===== config.mk =====
export PLATFORM = sky130hd
export DESIGN_NAME = prt_regs
export DESIGN_NICKNAME = d
export VERILOG_FILES = /design/src/prt_pkg.sv /design/src/prt_alu.sv /design/src/prt_queue.sv /design/src/prt_regs.sv
export SDC_FILE = /design/constraint.sdc
export NUM_CORES = 1
export LEC_CHECK = 0
export BUFFER_PORTS_ARGS = -buffer_cell sky130_fd_sc_hd__clkbuf_2
export CAP_MARGIN = 15
export CORE_ASPECT_RATIO = 1.75
export CORE_UTILIZATION = 56
export CTS_CLUSTER_SIZE = 10
export DETAILED_ROUTE_END_ITERATION = 8
export PLACE_DENSITY = 0.82
export SYNTH_ARGS = -nofsm -noshare
export SYNTH_HDL_FRONTEND = slang
export SYNTH_SLANG_ARGS = --single-unit

===== constraint.sdc =====
create_clock -name pclk -period 6.5 [get_ports pclk]
set_input_delay 1.3 -clock pclk [delete_from_list [all_inputs] [get_ports pclk]]
set_output_delay 1.3 -clock pclk [all_outputs]
set_load 0.02 [all_outputs]

===== src/prt_pkg.sv =====
/*
  Constants shared by the process register and translation block:
  register offsets, control word fields, ALU operations and timing.
  Assumes a 10 MHz pclk and a 32-bit APB register bus.
*/
package prt_pkg;
  // ----------------------------------------------------------------
  // Register byte offsets
  // ----------------------------------------------------------------
  localparam logic [7:0] OFF_CTRL = 8'h00;
  localparam logic [7:0] OFF_FLOOR = 8'h04;
  localparam logic [7:0] OFF_CEIL = 8'h08;
  localparam logic [7:0] OFF_PC = 8'h0C;
  localparam logic [7:0] OFF_PRIM = 8'h10;
  localparam logic [7:0] OFF_STACK = 8'h14;
  localparam logic [7:0] OFF_OFFS = 8'h18;
  localparam logic [7:0] OFF_ALU = 8'h1C;
  localparam logic [7:0] OFF_QUEUE = 8'h20;
  localparam logic [7:0] OFF_STAT = 8'h24;
  localparam logic [7:0] OFF_PCINC = 8'h28;
  localparam logic [7:0] OFF_ARRAY = 8'h2C;
  // ----------------------------------------------------------------
  // Control word fields and reset value
  // ----------------------------------------------------------------
  localparam int CW_KERNEL = 0;
  localparam int CW_SUPER = 1;
  localparam int CW_INHIBIT = 2;
  localparam int CW_REFRESH = 3;
  localparam int CW_PTRAP = 4;
  localparam int CW_STACKCHK = 5;
  localparam int CW_DEBUG = 6;
  localparam int CW_NOTRAP = 7;
  localparam int CW_UCODE_LSB = 8;
  localparam int CW_RATE_LSB = 12;
  localparam logic [15:0] CW_RESET = 16'h0002;
  // ----------------------------------------------------------------
  // ALU operation codes
  // ----------------------------------------------------------------
  localparam logic [3:0] ALU_SHL = 4'h0;
  localparam logic [3:0] ALU_SHR = 4'h1;
  localparam logic [3:0] ALU_LIM = 4'h2;
  localparam logic [3:0] ALU_ADD = 4'h3;
  localparam logic [3:0] ALU_SUB = 4'h4;
  localparam logic [3:0] ALU_BADD = 4'h5;
  localparam logic [3:0] ALU_BSUB = 4'h6;
  localparam logic [3:0] ALU_AND = 4'h7;
  localparam logic [3:0] ALU_OR = 4'h8;
  localparam logic [3:0] ALU_XOR = 4'h9;
  // ----------------------------------------------------------------
  // Timing
  // ----------------------------------------------------------------
  localparam int CLK_NS = 100;
  localparam int REFRESH_STEP_NS = 250000;
  localparam int REFRESH_STEP_CYC = REFRESH_STEP_NS / CLK_NS;
endpackage


===== src/prt_alu.sv =====
/*
  Single-cycle 8-bit ALU with ripple carry: shifts, limit compare,
  binary and packed BCD add/subtract, AND, OR, XOR.
  Assumes operands are stable for the whole cycle; purely combinational.
*/
module prt_alu (
  input wire logic [7:0] a,
  input wire logic [7:0] b,
  input wire logic cin,
  input wire logic [3:0] op,
  output logic [7:0] y,
  output logic cout
);
  import prt_pkg::*;
  logic [7:0] bx, g, p, sum;
  logic [8:0] c;
  logic sub;
  logic [4:0] lo, hi;

  // ----------------------------------------------------------------
  // Carry network
  // ----------------------------------------------------------------
  assign sub = (op == ALU_SUB) || (op == ALU_LIM) || (op == ALU_BSUB);
  assign bx = sub ? ~b : b;
  assign g = a & bx;
  assign p = a ^ bx;
  assign c[0] = sub ? 1'b1 : cin;
  // Carry ripples bit to bit; every carry still resolves in one cycle
  for (genvar i = 0; i < 8; i++) begin : g_cla
    assign c[i+1] = g[i] | (p[i] & c[i]);
  end
  assign sum = p ^ c[7:0];

  always_comb begin
    lo = 5'h00;
    hi = 5'h00;
    y = 8'h00;
    cout = 1'b0;
    case (op)
      ALU_SHL: begin
        y = {a[6:0], cin};
        cout = a[7];
      end
      ALU_SHR: begin
        y = {cin, a[7:1]};
        cout = a[0];
      end
      ALU_LIM: begin
        cout = ~c[8]; // Set when a is below b
        y = a;
      end
      ALU_ADD, ALU_SUB: begin
        y = sum;
        cout = c[8];
      end
      ALU_BADD: begin
        lo = {1'b0, a[3:0]} + {1'b0, b[3:0]} + {4'h0, cin};
        if (lo > 5'h09) begin
          lo = lo + 5'h06;
        end
        hi = {1'b0, a[7:4]} + {1'b0, b[7:4]} + {4'h0, lo[4]};
        if (hi > 5'h09) begin
          hi = hi + 5'h06;
        end
        y = {hi[3:0], lo[3:0]};
        cout = hi[4];
      end
      ALU_BSUB: begin
        lo = {1'b0, a[3:0]} - {1'b0, b[3:0]} - {4'h0, cin};
        if (lo[4]) begin
          lo = lo - 5'h06;
        end
        hi = {1'b0, a[7:4]} - {1'b0, b[7:4]} - {4'h0, lo[4]};
        if (hi[4]) begin
          hi = hi - 5'h06;
        end
        y = {hi[3:0], lo[3:0]};
        cout = hi[4];
      end
      ALU_AND: y = a & b;
      ALU_OR: y = a | b;
      ALU_XOR: y = a ^ b;
      default: y = a;
    endcase
  end
endmodule


===== src/prt_queue.sv =====
/*
  Input byte queue: fetched bytes wait here until control logic takes them.
  Assumes the owner never pushes when full nor pops when empty.
*/
module prt_queue #(
  parameter int W = 8,
  parameter int DEPTH = 4
) (
  input wire logic pclk,
  input wire logic presetn,
  input wire logic ce,
  input wire logic push,
  input wire logic [W-1:0] din,
  input wire logic pop,
  output logic [W-1:0] dout,
  output logic [$clog2(DEPTH):0] count
);
  import prt_pkg::*;
  localparam int AW = $clog2(DEPTH);
  typedef struct packed {
    logic [DEPTH-1:0][W-1:0] mem;
    logic [AW-1:0] rd;
    logic [AW-1:0] wr;
    logic [AW:0] cnt;
  } prt_q_t;
  prt_q_t s, next_s;

  always_comb begin
    next_s = s;
    if (push) begin
      next_s.mem[s.wr] = din;
      next_s.wr = s.wr + 1'b1;
    end
    if (pop) begin
      next_s.rd = s.rd + 1'b1;
    end
    next_s.cnt = s.cnt + {{AW{1'b0}}, push} - {{AW{1'b0}}, pop};
  end

  always_ff @(posedge pclk or negedge presetn) begin
    if (!presetn) begin
      s <= '0;
    end else if (ce) begin
      s <= next_s;
    end
  end

  assign dout = s.mem[s.rd];
  assign count = s.cnt;
endmodule


===== src/prt_regs.sv =====
/*
  Process register set with APB access: floor and ceiling pages, program
  counter, data and stack pointers held as physical addresses, control word,
  offset addressing, ALU with a two-read one-write byte array, input queue,
  and refresh, periodic trap and interrupt entry.
  Assumes an APB master on pclk and synchronous pin inputs.
*/
// Local design decisions: the register addresses and the APB interface to the registers.
// Functional notes
// - 8-bit ALU uses look-ahead carry, every operation completes in one cycle; the code ripples the carry bit to bit.
// - ALU does shifts, limit check, binary and BCD add/sub, AND, OR, XOR.
// - Separate 8-bit incrementer advances program counter and refresh register; the code carries into the PC high byte with a plain adder.
// - Register array gives two reads and one write in each cycle.
// - Fetched bytes wait in the input queue until consumed.
// - Pointers held physical; reading out subtracts floor page base.
// - Loading a pointer adds the floor page base to the logical value.
// - Lowest process address is floor page with low byte zero.
// - Highest process address is ceiling page with low byte all ones.
// - Ceiling page is where process vectors and control data live.
// - Offset addressing adds the offset to the primary data pointer.
// - Stack top pointer may serve as the offset base likewise.
// - Control word bits: 0 kernel, 1 supervisor, 2 interrupt inhibit.
// - Control word bits: 3 refresh enable, 4 periodic trap, 6 debug.
// - Low interrupt pin starts entry after instruction if not inhibited.
// - Refresh happens only with refresh enable set, at counter rate.
// - Periodic trap fires on each refresh rollover when bit 4 is set and bit 7 is clear.
module prt_regs #(
  parameter int REFRESH_STEP = prt_pkg::REFRESH_STEP_CYC,
  parameter int QDEPTH = 4
) (
  input wire logic pclk,
  input wire logic presetn,
  input wire logic ce,
  input wire logic psel,
  input wire logic penable,
  input wire logic pwrite,
  input wire logic [7:0] paddr,
  input wire logic [31:0] pwdata,
  output logic [31:0] prdata,
  output logic pready,
  output logic pslverr,
  input wire logic int_n,
  input wire logic instr_done,
  input wire logic irq_ack,
  output logic irq_start,
  output logic trap_req,
  output logic refresh_req,
  output logic [7:0] refresh_addr,
  output logic [3:0] ucode_sel,
  output logic kernel,
  output logic supervisor
);
  import prt_pkg::*;

  // ----------------------------------------------------------------
  // State
  // ----------------------------------------------------------------
  typedef enum logic [1:0] {
    ST_RUN = 2'b01,
    ST_ENTRY = 2'b10
  } prt_st_t;

  typedef struct packed {
    prt_st_t st;
    logic [15:0] ctrl;
    logic [15:0] floor;
    logic [15:0] ceil;
    logic [23:0] pc;
    logic [23:0] prim;
    logic [23:0] stack;
    logic [23:0] oaddr;
    logic fault;
    logic [7:0][7:0] rf;
    logic [7:0] alu_y;
    logic alu_c;
    logic [7:0] rfsh;
    logic [15:0] rcnt;
    logic [31:0] rdata;
    logic slverr;
    logic irq;
    logic trap;
    logic rreq;
  } prt_s_t;
  prt_s_t s, next_s;

  // ----------------------------------------------------------------
  // Helpers
  // ----------------------------------------------------------------
  function automatic logic [23:0] to_phys(input logic [23:0] v, input logic [15:0] pg);
    to_phys = v + {pg, 8'h00};
  endfunction

  function automatic logic [23:0] to_log(input logic [23:0] v, input logic [15:0] pg);
    to_log = v - {pg, 8'h00};
  endfunction

  function automatic logic [8:0] inc8(input logic [7:0] v, input logic ci);
    inc8 = {1'b0, v} + {8'h00, ci};
  endfunction

  function automatic logic mapped(input logic [7:0] a);
    mapped = (a[1:0] == 2'b00) && (a <= OFF_ARRAY);
  endfunction

  // ----------------------------------------------------------------
  // Bus decode
  // ----------------------------------------------------------------
  logic setup, acc, wr, rd;
  assign setup = psel && !penable;
  assign acc = psel && penable && ce;
  assign wr = acc && pwrite && mapped(paddr);
  assign rd = acc && !pwrite && mapped(paddr);

  // ----------------------------------------------------------------
  // ALU and array ports
  // ----------------------------------------------------------------
  logic [2:0] ra, rb, rw;
  logic [7:0] alu_a, alu_b, alu_y;
  logic alu_cout;
  assign ra = pwdata[6:4];
  assign rb = pwdata[10:8];
  assign rw = pwdata[14:12];
  assign alu_a = s.rf[ra];
  assign alu_b = s.rf[rb];

  prt_alu u_alu (
    .a(alu_a),
    .b(alu_b),
    .cin(pwdata[16]),
    .op(pwdata[3:0]),
    .y(alu_y),
    .cout(alu_cout)
  );

  logic q_push, q_pop;
  logic [7:0] q_dout;
  logic [$clog2(QDEPTH):0] q_count;
  assign q_push = wr && (paddr == OFF_QUEUE) && (q_count != QDEPTH[$clog2(QDEPTH):0]);
  assign q_pop = rd && (paddr == OFF_QUEUE) && (q_count != '0);

  prt_queue #(.W(8), .DEPTH(QDEPTH)) u_queue (
    .pclk(pclk),
    .presetn(presetn),
    .ce(ce),
    .push(q_push),
    .din(pwdata[7:0]),
    .pop(q_pop),
    .dout(q_dout),
    .count(q_count)
  );

  // ----------------------------------------------------------------
  // Offset addressing and window check
  // ----------------------------------------------------------------
  logic [23:0] obase, oaddr;
  logic [23:0] lo_lim, hi_lim;
  assign obase = pwdata[16] ? s.stack : s.prim;
  assign oaddr = obase + {8'h00, pwdata[15:0]};
  assign lo_lim = {s.floor, 8'h00};
  assign hi_lim = {s.ceil, 8'hFF};

  logic roll;
  logic [15:0] reload;
  logic [31:0] rsel;
  logic [8:0] pcl, pcm, rfi;
  assign roll = (s.rcnt == 16'h0000);
  assign reload = 16'((32'(s.ctrl[CW_RATE_LSB +: 4]) + 32'd1) * REFRESH_STEP - 1);
  assign pcl = inc8(s.pc[7:0], 1'b1);
  assign pcm = inc8(s.pc[15:8], pcl[8]);
  assign rfi = inc8(s.rfsh, 1'b1);

  // ----------------------------------------------------------------
  // Read mux
  // ----------------------------------------------------------------
  always_comb begin
    rsel = 32'h0000_0000;
    case (paddr)
      OFF_CTRL: rsel = {16'h0000, s.ctrl};
      OFF_FLOOR: rsel = {16'h0000, s.floor};
      OFF_CEIL: rsel = {16'h0000, 16'(s.ceil - s.floor)};
      OFF_PC: rsel = {8'h00, to_log(s.pc, s.floor)};
      OFF_PRIM: rsel = {8'h00, to_log(s.prim, s.floor)};
      OFF_STACK: rsel = {8'h00, to_log(s.stack, s.floor)};
      OFF_OFFS: rsel = {7'h00, s.fault, s.oaddr};
      OFF_ALU: rsel = {23'h000000, s.alu_c, s.alu_y};
      OFF_QUEUE: rsel = {24'h000000, q_dout};
      OFF_STAT: rsel = {16'h0000, s.rfsh, 3'h0, s.st == ST_ENTRY, 4'(q_count)};
      OFF_ARRAY: rsel = {s.rf[3], s.rf[2], s.rf[1], s.rf[0]};
      default: rsel = 32'h0000_0000;
    endcase
  end

  // ----------------------------------------------------------------
  // Next state
  // ----------------------------------------------------------------
  always_comb begin
    next_s = s;
    next_s.irq = 1'b0;
    next_s.trap = 1'b0;
    next_s.rreq = 1'b0;
    if (setup) begin
      next_s.rdata = rsel;
      next_s.slverr = !mapped(paddr);
    end
    if (wr) begin
      case (paddr)
        OFF_CTRL: next_s.ctrl = pwdata[15:0];
        OFF_FLOOR: next_s.floor = pwdata[15:0];
        OFF_CEIL: next_s.ceil = pwdata[15:0] + s.floor;
        OFF_PC: next_s.pc = to_phys(pwdata[23:0], s.floor);
        OFF_PRIM: next_s.prim = to_phys(pwdata[23:0], s.floor);
        OFF_STACK: next_s.stack = to_phys(pwdata[23:0], s.floor);
        OFF_OFFS: begin
          next_s.oaddr = oaddr;
          next_s.fault = (oaddr < lo_lim) || (oaddr > hi_lim);
        end
        OFF_ALU: begin
          next_s.rf[rw] = alu_y;
          next_s.alu_y = alu_y;
          next_s.alu_c = alu_cout;
        end
        OFF_PCINC: begin
          // High byte takes the carry through a plain adder, not the incrementer
          next_s.pc = {s.pc[23:16] + {7'h00, pcm[8]}, pcm[7:0], pcl[7:0]};
        end
        OFF_ARRAY: next_s.rf[pwdata[10:8]] = pwdata[7:0];
        default: next_s.ctrl = s.ctrl;
      endcase
    end
    // Rollover runs regardless of refresh enable so the trap keeps its rate
    if (roll) begin
      next_s.rcnt = reload;
      next_s.rreq = s.ctrl[CW_REFRESH];
      next_s.trap = s.ctrl[CW_PTRAP] && !s.ctrl[CW_NOTRAP];
      if (s.ctrl[CW_REFRESH]) begin
        next_s.rfsh = rfi[7:0];
      end
    end else begin
      next_s.rcnt = s.rcnt - 16'h0001;
    end
    case (s.st)
      ST_RUN: begin
        if (!int_n && instr_done && !s.ctrl[CW_INHIBIT]) begin
          next_s.st = ST_ENTRY;
          next_s.irq = 1'b1;
        end
      end
      ST_ENTRY: begin
        if (irq_ack) begin
          next_s.st = ST_RUN;
        end
      end
      default: next_s.st = ST_RUN;
    endcase
  end

  always_ff @(posedge pclk or negedge presetn) begin
    if (!presetn) begin
      s <= '0;
      s.st <= ST_RUN;
      s.ctrl <= CW_RESET;
    end else if (ce) begin
      s <= next_s;
    end
  end

  // ----------------------------------------------------------------
  // Outputs
  // ----------------------------------------------------------------
  assign prdata = s.rdata;
  assign pready = psel && penable && ce;
  assign pslverr = pready && s.slverr;
  assign irq_start = s.irq;
  assign trap_req = s.trap;
  assign refresh_req = s.rreq;
  assign refresh_addr = s.rfsh;
  assign ucode_sel = s.ctrl[CW_UCODE_LSB +: 4];
  assign kernel = s.ctrl[CW_KERNEL];
  assign supervisor = s.ctrl[CW_SUPER];
endmodule


### After elaboration in Yosys (flattened, before gate mapping)

Cells that the tools add are included.
Widths: inputs -> output; s select.

* reductions and logical operators: 50
* muxes and demuxes: 36
* add/subtract/negate cells: 30
* equal/unequal tests: 25
* order comparisons: 13
* bitwise operators: 24
* multipliers: 1

Operators with widths (number)
* $pmux 32 s11: 1
* $bwmux 64: 2
* $pmux 64 s2: 1
* $sub 24x24->24: 3
* $pmux 8 s8: 1
* $mux 8: 7
* $bmux 8 s3: 2
* $demux 8 s3: 2
* $pmux 24 s2: 1
* $reduce_and 3->1: 11
* $bwmux 32: 1
* $eq 8x5->1 const B: 4
* $eq 8x6->1 const B: 4
* $sub 16x1->16 const B: 2
* $mux 5: 6
* $add 24x16->24: 1
* $add 24x24->24: 1
* $gt 24x24->1: 1
* $lt 24x24->1: 1
* $mux 24: 1
* $xor 8x8->8: 3
* $logic_and 1x1->1: 19
* $add 16x16->16: 1
* $and 8x8->8: 2
* 54 further kinds: 101

* input port bits: 49
* bits in registers: 319
* word-level logic and storage cells: 212
* output and inout port bits: 51

### Longest topological paths before layout

* depth after elaboration: 23
* mapped depth: 25
* mapped depth without buffers: 23

### By module

From an unflattened synthesis, not the netlist that was laid out.

* cell total of the unflattened synthesis: 2699
* area total of the unflattened synthesis: 24459.7 µm²

By module, submodules not included
* prt_regs: seq. area each 7009.2 µm², times used 1, area an instance 20269.4 µm², cells an instance 2256
* prt_alu: seq. area each 0.0 µm², times used 1, area an instance 2358.5 µm², cells an instance 326
* prt_queue: seq. area each 975.9 µm², times used 1, area an instance 1831.8 µm², cells an instance 117

### Worst setup path before layout

OpenSTA, ideal clock, no wires.

* kind: input port to flip-flop
* start point: input pwdata[8]
* end point: register s[107] (netlist name)
* setup time: 0.142 ns
* slack: -0.301 ns
* required time: 6.358 ns
* data arrival time: 6.659 ns
* buffers on the path: 3
* stages: 25
* path through: clkbuf_1 clkbuf_1 buf_1 nand3b_1 o21ai_0 nand2_1 o211ai_1 fa_1 fa_1 xnor2_1 ha_1 nor2b_1 nor2b_1 a21oi_1 fa_1 inv_1 fa_1 xnor2_1 ha_1 nand2_1 nand4b_1 nand2_1 mux2i_1 a211oi_2 o31ai_1

* longest elaborated chain between the ends: 21
* elaborated cells between the ends (all ways): 51
* classes of those cells: add/sub: 12; order compare: 4; mux: 15; bitwise: 19; reduce/logical: 1

Ends and longest elaborated chain
* from (decl): RTL line prt_regs.sv:38 `input wire logic [31:0] pwdata,`
* branches (longest 20 deep; another with $sub 4x4->5)
* $pmux 64 s2 (*): RTL line prt_regs.sv:206 `case (paddr)`
* to (signal assigned): RTL line prt_regs.sv:263 `s <= next_s;`
* to (decl): RTL line prt_regs.sv:84 `prt_s_t s, next_s;`

Every way passes the cells marked *. The select of a mux whose other input is x is not followed.
A chain may end at the register's enable or synchronous reset.

### Worst setup path after layout

* start point: input pwdata[4]
* end point: register s[99] (netlist name)

* longest elaborated chain between the ends: 19
* elaborated cells between the ends (all ways): 43
* classes of those cells: add/sub: 12; order compare: 2; mux: 11; bitwise: 18

Ends and longest elaborated chain
* $bmux 8 s3 (*): RTL line prt_regs.sv:123 `assign alu_a = s.rf[ra];`
* $mux 8 (not written as such) (*): RTL line prt_regs.sv:123
* branches (longest 14 deep; another with $sub 4x4->5)
* $pmux 8 s8 (*): RTL line prt_alu.sv:39 `case (op)`
* $bwmux 64 (*): RTL line prt_regs.sv:218 `next_s.rf[rw] = alu_y;`
* $pmux 64 s2 (*): RTL line prt_regs.sv:206

Marks and branches as above.

==> out/results.ini <==
[power_and_ir_drop]
power.density_mw_per_mm2 = 176
ir_drop_v = 0.000172
p_leak_nw = 12.0

[worst_setup_path]
r2r_start = s[85]
crit_start = pwdata[4]
path_max_fanout = 9
worstSetupEndpointType = flip-flop
crit_type = input pin to flip-flop
worst-endpoint-required_ps = 6900
rrSetupSlack_ps = 800
arrival_ps = 6560
startpoint_type = input pin
critPathCapture = s[99]
reg2reg_to = s[99]
ff2ff_path_depth = 22

[status]
status = finished, final reports clean

[cts]
clock_path_buffers = 3
postCtsResizedCells = 0
cts_tree = done
ctsHoldBuffers = 0
postCtsSetupRepairBufs = 0
clock_latency_ps = 560
clkSinkCount = 319
numCtsBuffers = 38
ctsHtreeMaxLevel = 2
cts.reportedPaths.clkPinSlew_ps = 60
cts-root-buf = clkbuf_16

[logic_synthesis]
synth-edff-count = 0
ys_seq_area_share_pct = 33.0
ys_seq_elements = 319
synthCells = 2682
synth.avg_cell_area_sq_um = 9.02
syn_nets = 2932
syn_area_sq_mm = 0.0242
synth_top_flop_cell = dfrtp_1
ys.warnings.count = 0
async_reset_ff_share_pct = 100
synth_cell_types = 89

[drt]
vias = 22900
drc = 0
wl_per_cell_um = 28.3
drt_wl_total_um = 94400
ant_nets = 0
dr.pass1.iters = 9
first_iter_violations = 2159
via_per_inst = 6.88

[grt]
grt_usage_pct = 43.3
grt.overflow.total = 0
grt_max_degree = 158
antenna_found_initial = 4
grt_pass1_wl_um = 142000
first_global_vias = 23300

[floorplan]
start_util_pct = 56.9
core_area_sq_mm = 0.0425
num_io_pins = 100
die_h_um = 277
fp.dieW_um = 159
rows = 100
die-area_sq_mm = 0.0441

[sta]
max_freq_mhz = 162
setup_viol = 0
holdWs_ps = 479
maxSlewHeadroom_pct = 14.9
clock-skew-final_ps = 22.5
period_minus_slack_ps = 6170
tightestPinTransition_ps = 1270
period_share_pct = 94.9
slew_violations = 0
grt_setup_unrepaired = yes
hold_violations = 0

[placement]
io_buffers = 91
hpwlAfterDp_um = 71100
gp_congestion = 1.04
placed_cells = 3274

[cells_and_area]
final_nets = 3004
final_cells = 3332
multi_input_area_sq_mm = 0.0149
drive_gt1_share_pct = 15.3
fill_cells = 3595
area_delta_synth_final_pct = 10.3
seqCellArea_sq_mm = 0.00799

[worst_hold_path]
hp-class = flip-flop to flip-flop

[flow_run]
max_cap_viol_count = 0

## synthesized netlist by cell type, drive strengths merged (33+ instances only)
| cell type | n | area, sq um |
|---|---|---|
| inv | 124 | 465 |
| o21ai | 273 | 1370 |
| clkbuf | 118 | 443 |
| nand2 | 270 | 1010 |
| dfrtp | 317 | 7930 |
| a21oi | 154 | 771 |
| mux2 | 86 | 972 |
| nor3 | 66 | 335 |
| nor2 | 146 | 548 |
| mux2i | 55 | 551 |
| buf | 78 | 494 |
| xnor2 | 69 | 604 |
| o31ai | 35 | 263 |
| a22oi | 73 | 562 |
| xor2 | 51 | 447 |
| ha | 175 | 2190 |
| nand3 | 69 | 345 |
| a211oi | 33 | 275 |
## metrics by stage
stage	util (%)	instance area [sq um]	worst slack [ps]	power (mW)	setup TNS, ps
3_3_place_gp	60.0	25500	-357	2.68	-4880
5_1_grt	62.7	26700	-5.10	4.82	-5.10
3_5_place_dp	60.0	25500	-472	2.70	-7410
4_1_cts	62.6	26600	98.1	4.67	0
6_report	62.7	26700	334	4.68	0
2_1_floorplan	-	24200	51.0	2.44	0
## placed cells by master, fill, tap and decap left out, types with 54 or more instances in the layout
cell / instances
dfrtp_1: 317
nand2_1: 270
o21ai_0: 262
ha_1: 175
a21oi_1: 154
nor2_1: 145
buf_4: 132
inv_1: 124
clkbuf_2: 90
mux2_2: 85
a22oi_1: 72
nand3_1: 69
xnor2_1: 67
nor3_1: 64
mux2i_1: 54
## worst max-delay path: stages
cell	delay, ps
clkbuf_2	170
mux4_2	520
mux2i_2	230
inv_1	110
fa_1	420
fa_1	450
xnor2_2	240
ha_1	200
nor2b_1	170
nor2b_1	60
a21oi_1	140
buf_4	160
fa_1	210
inv_1	70
fa_1	430
xnor2_2	180
ha_1	220
nand2_1	90
nand4b_1	160
nand2_1	130
mux2i_1	120
a211oi_4	590
o31ai_1	170
## routing by layer
layer  vias to the layer above  GRT usage [%]  part of all wire (%)
met3                       561           10.3                   8.1
met4                         2           45.0                    12
met5                         -              0                 0.014
li1                       9913              -                     -
met1                     11100           42.6                    32
met2                      1324           72.6                    48
## registers in the layout, summed over array words and instances (netlist names), 3 cells and up
register       flops
s                199
u_queue.s         36
prdata            32
hi_lim            16
lo_lim            16
refresh_addr       8
ucode_sel          4
u_queue.count      3
## cell families after synthesis
family	Yosys count	synth area share [%]
buffers and inverters	322	5.83
AO/OA/AOI/OAI	809	21.6
adder cells (fa/ha/maj)	201	11.2
flip-flops	319	33.0
AND/OR/NAND/NOR	737	14.5
XOR/XNOR	121	4.44
multiplexers	173	9.35
## worst min-delay path by stage
stage | startpoint | to | slack, ps | depth (start not counted)
after floorplan | s[150] | s[150] | 440 | 2
after global placement | prdata[4] | prdata[4] | 450 | 2
after detailed placement | u_queue.s[18] | u_queue.s[18] | 470 | 2
after CTS | u_queue.s[18] | u_queue.s[18] | 480 | 2
after global routing | s[150] | s[150] | 500 | 2
final | prdata[1] | prdata[1] | 480 | 2
## layout make-up
class / count / share of cell area, %
Clock buffer: 49 / 3.83
Multi-Input combinational cell: 2041 / 55.7
Inverter: 126 / 1.77
Sequential cell: 319 / 29.9
Timing Repair Buffer: 228 / 5.82
Tap cell: 561 / 2.63
Clock inverter: 4 / 0.239
Antenna cell: 4 / 0.0375
## power by group
group / internal (mW) / switching (mW)
registers: 2.02 / 0.0400
clock network: 1.13 / 0.865
logic: 0.218 / 0.408
Note: power is estimated with default switching activity, not from simulation.
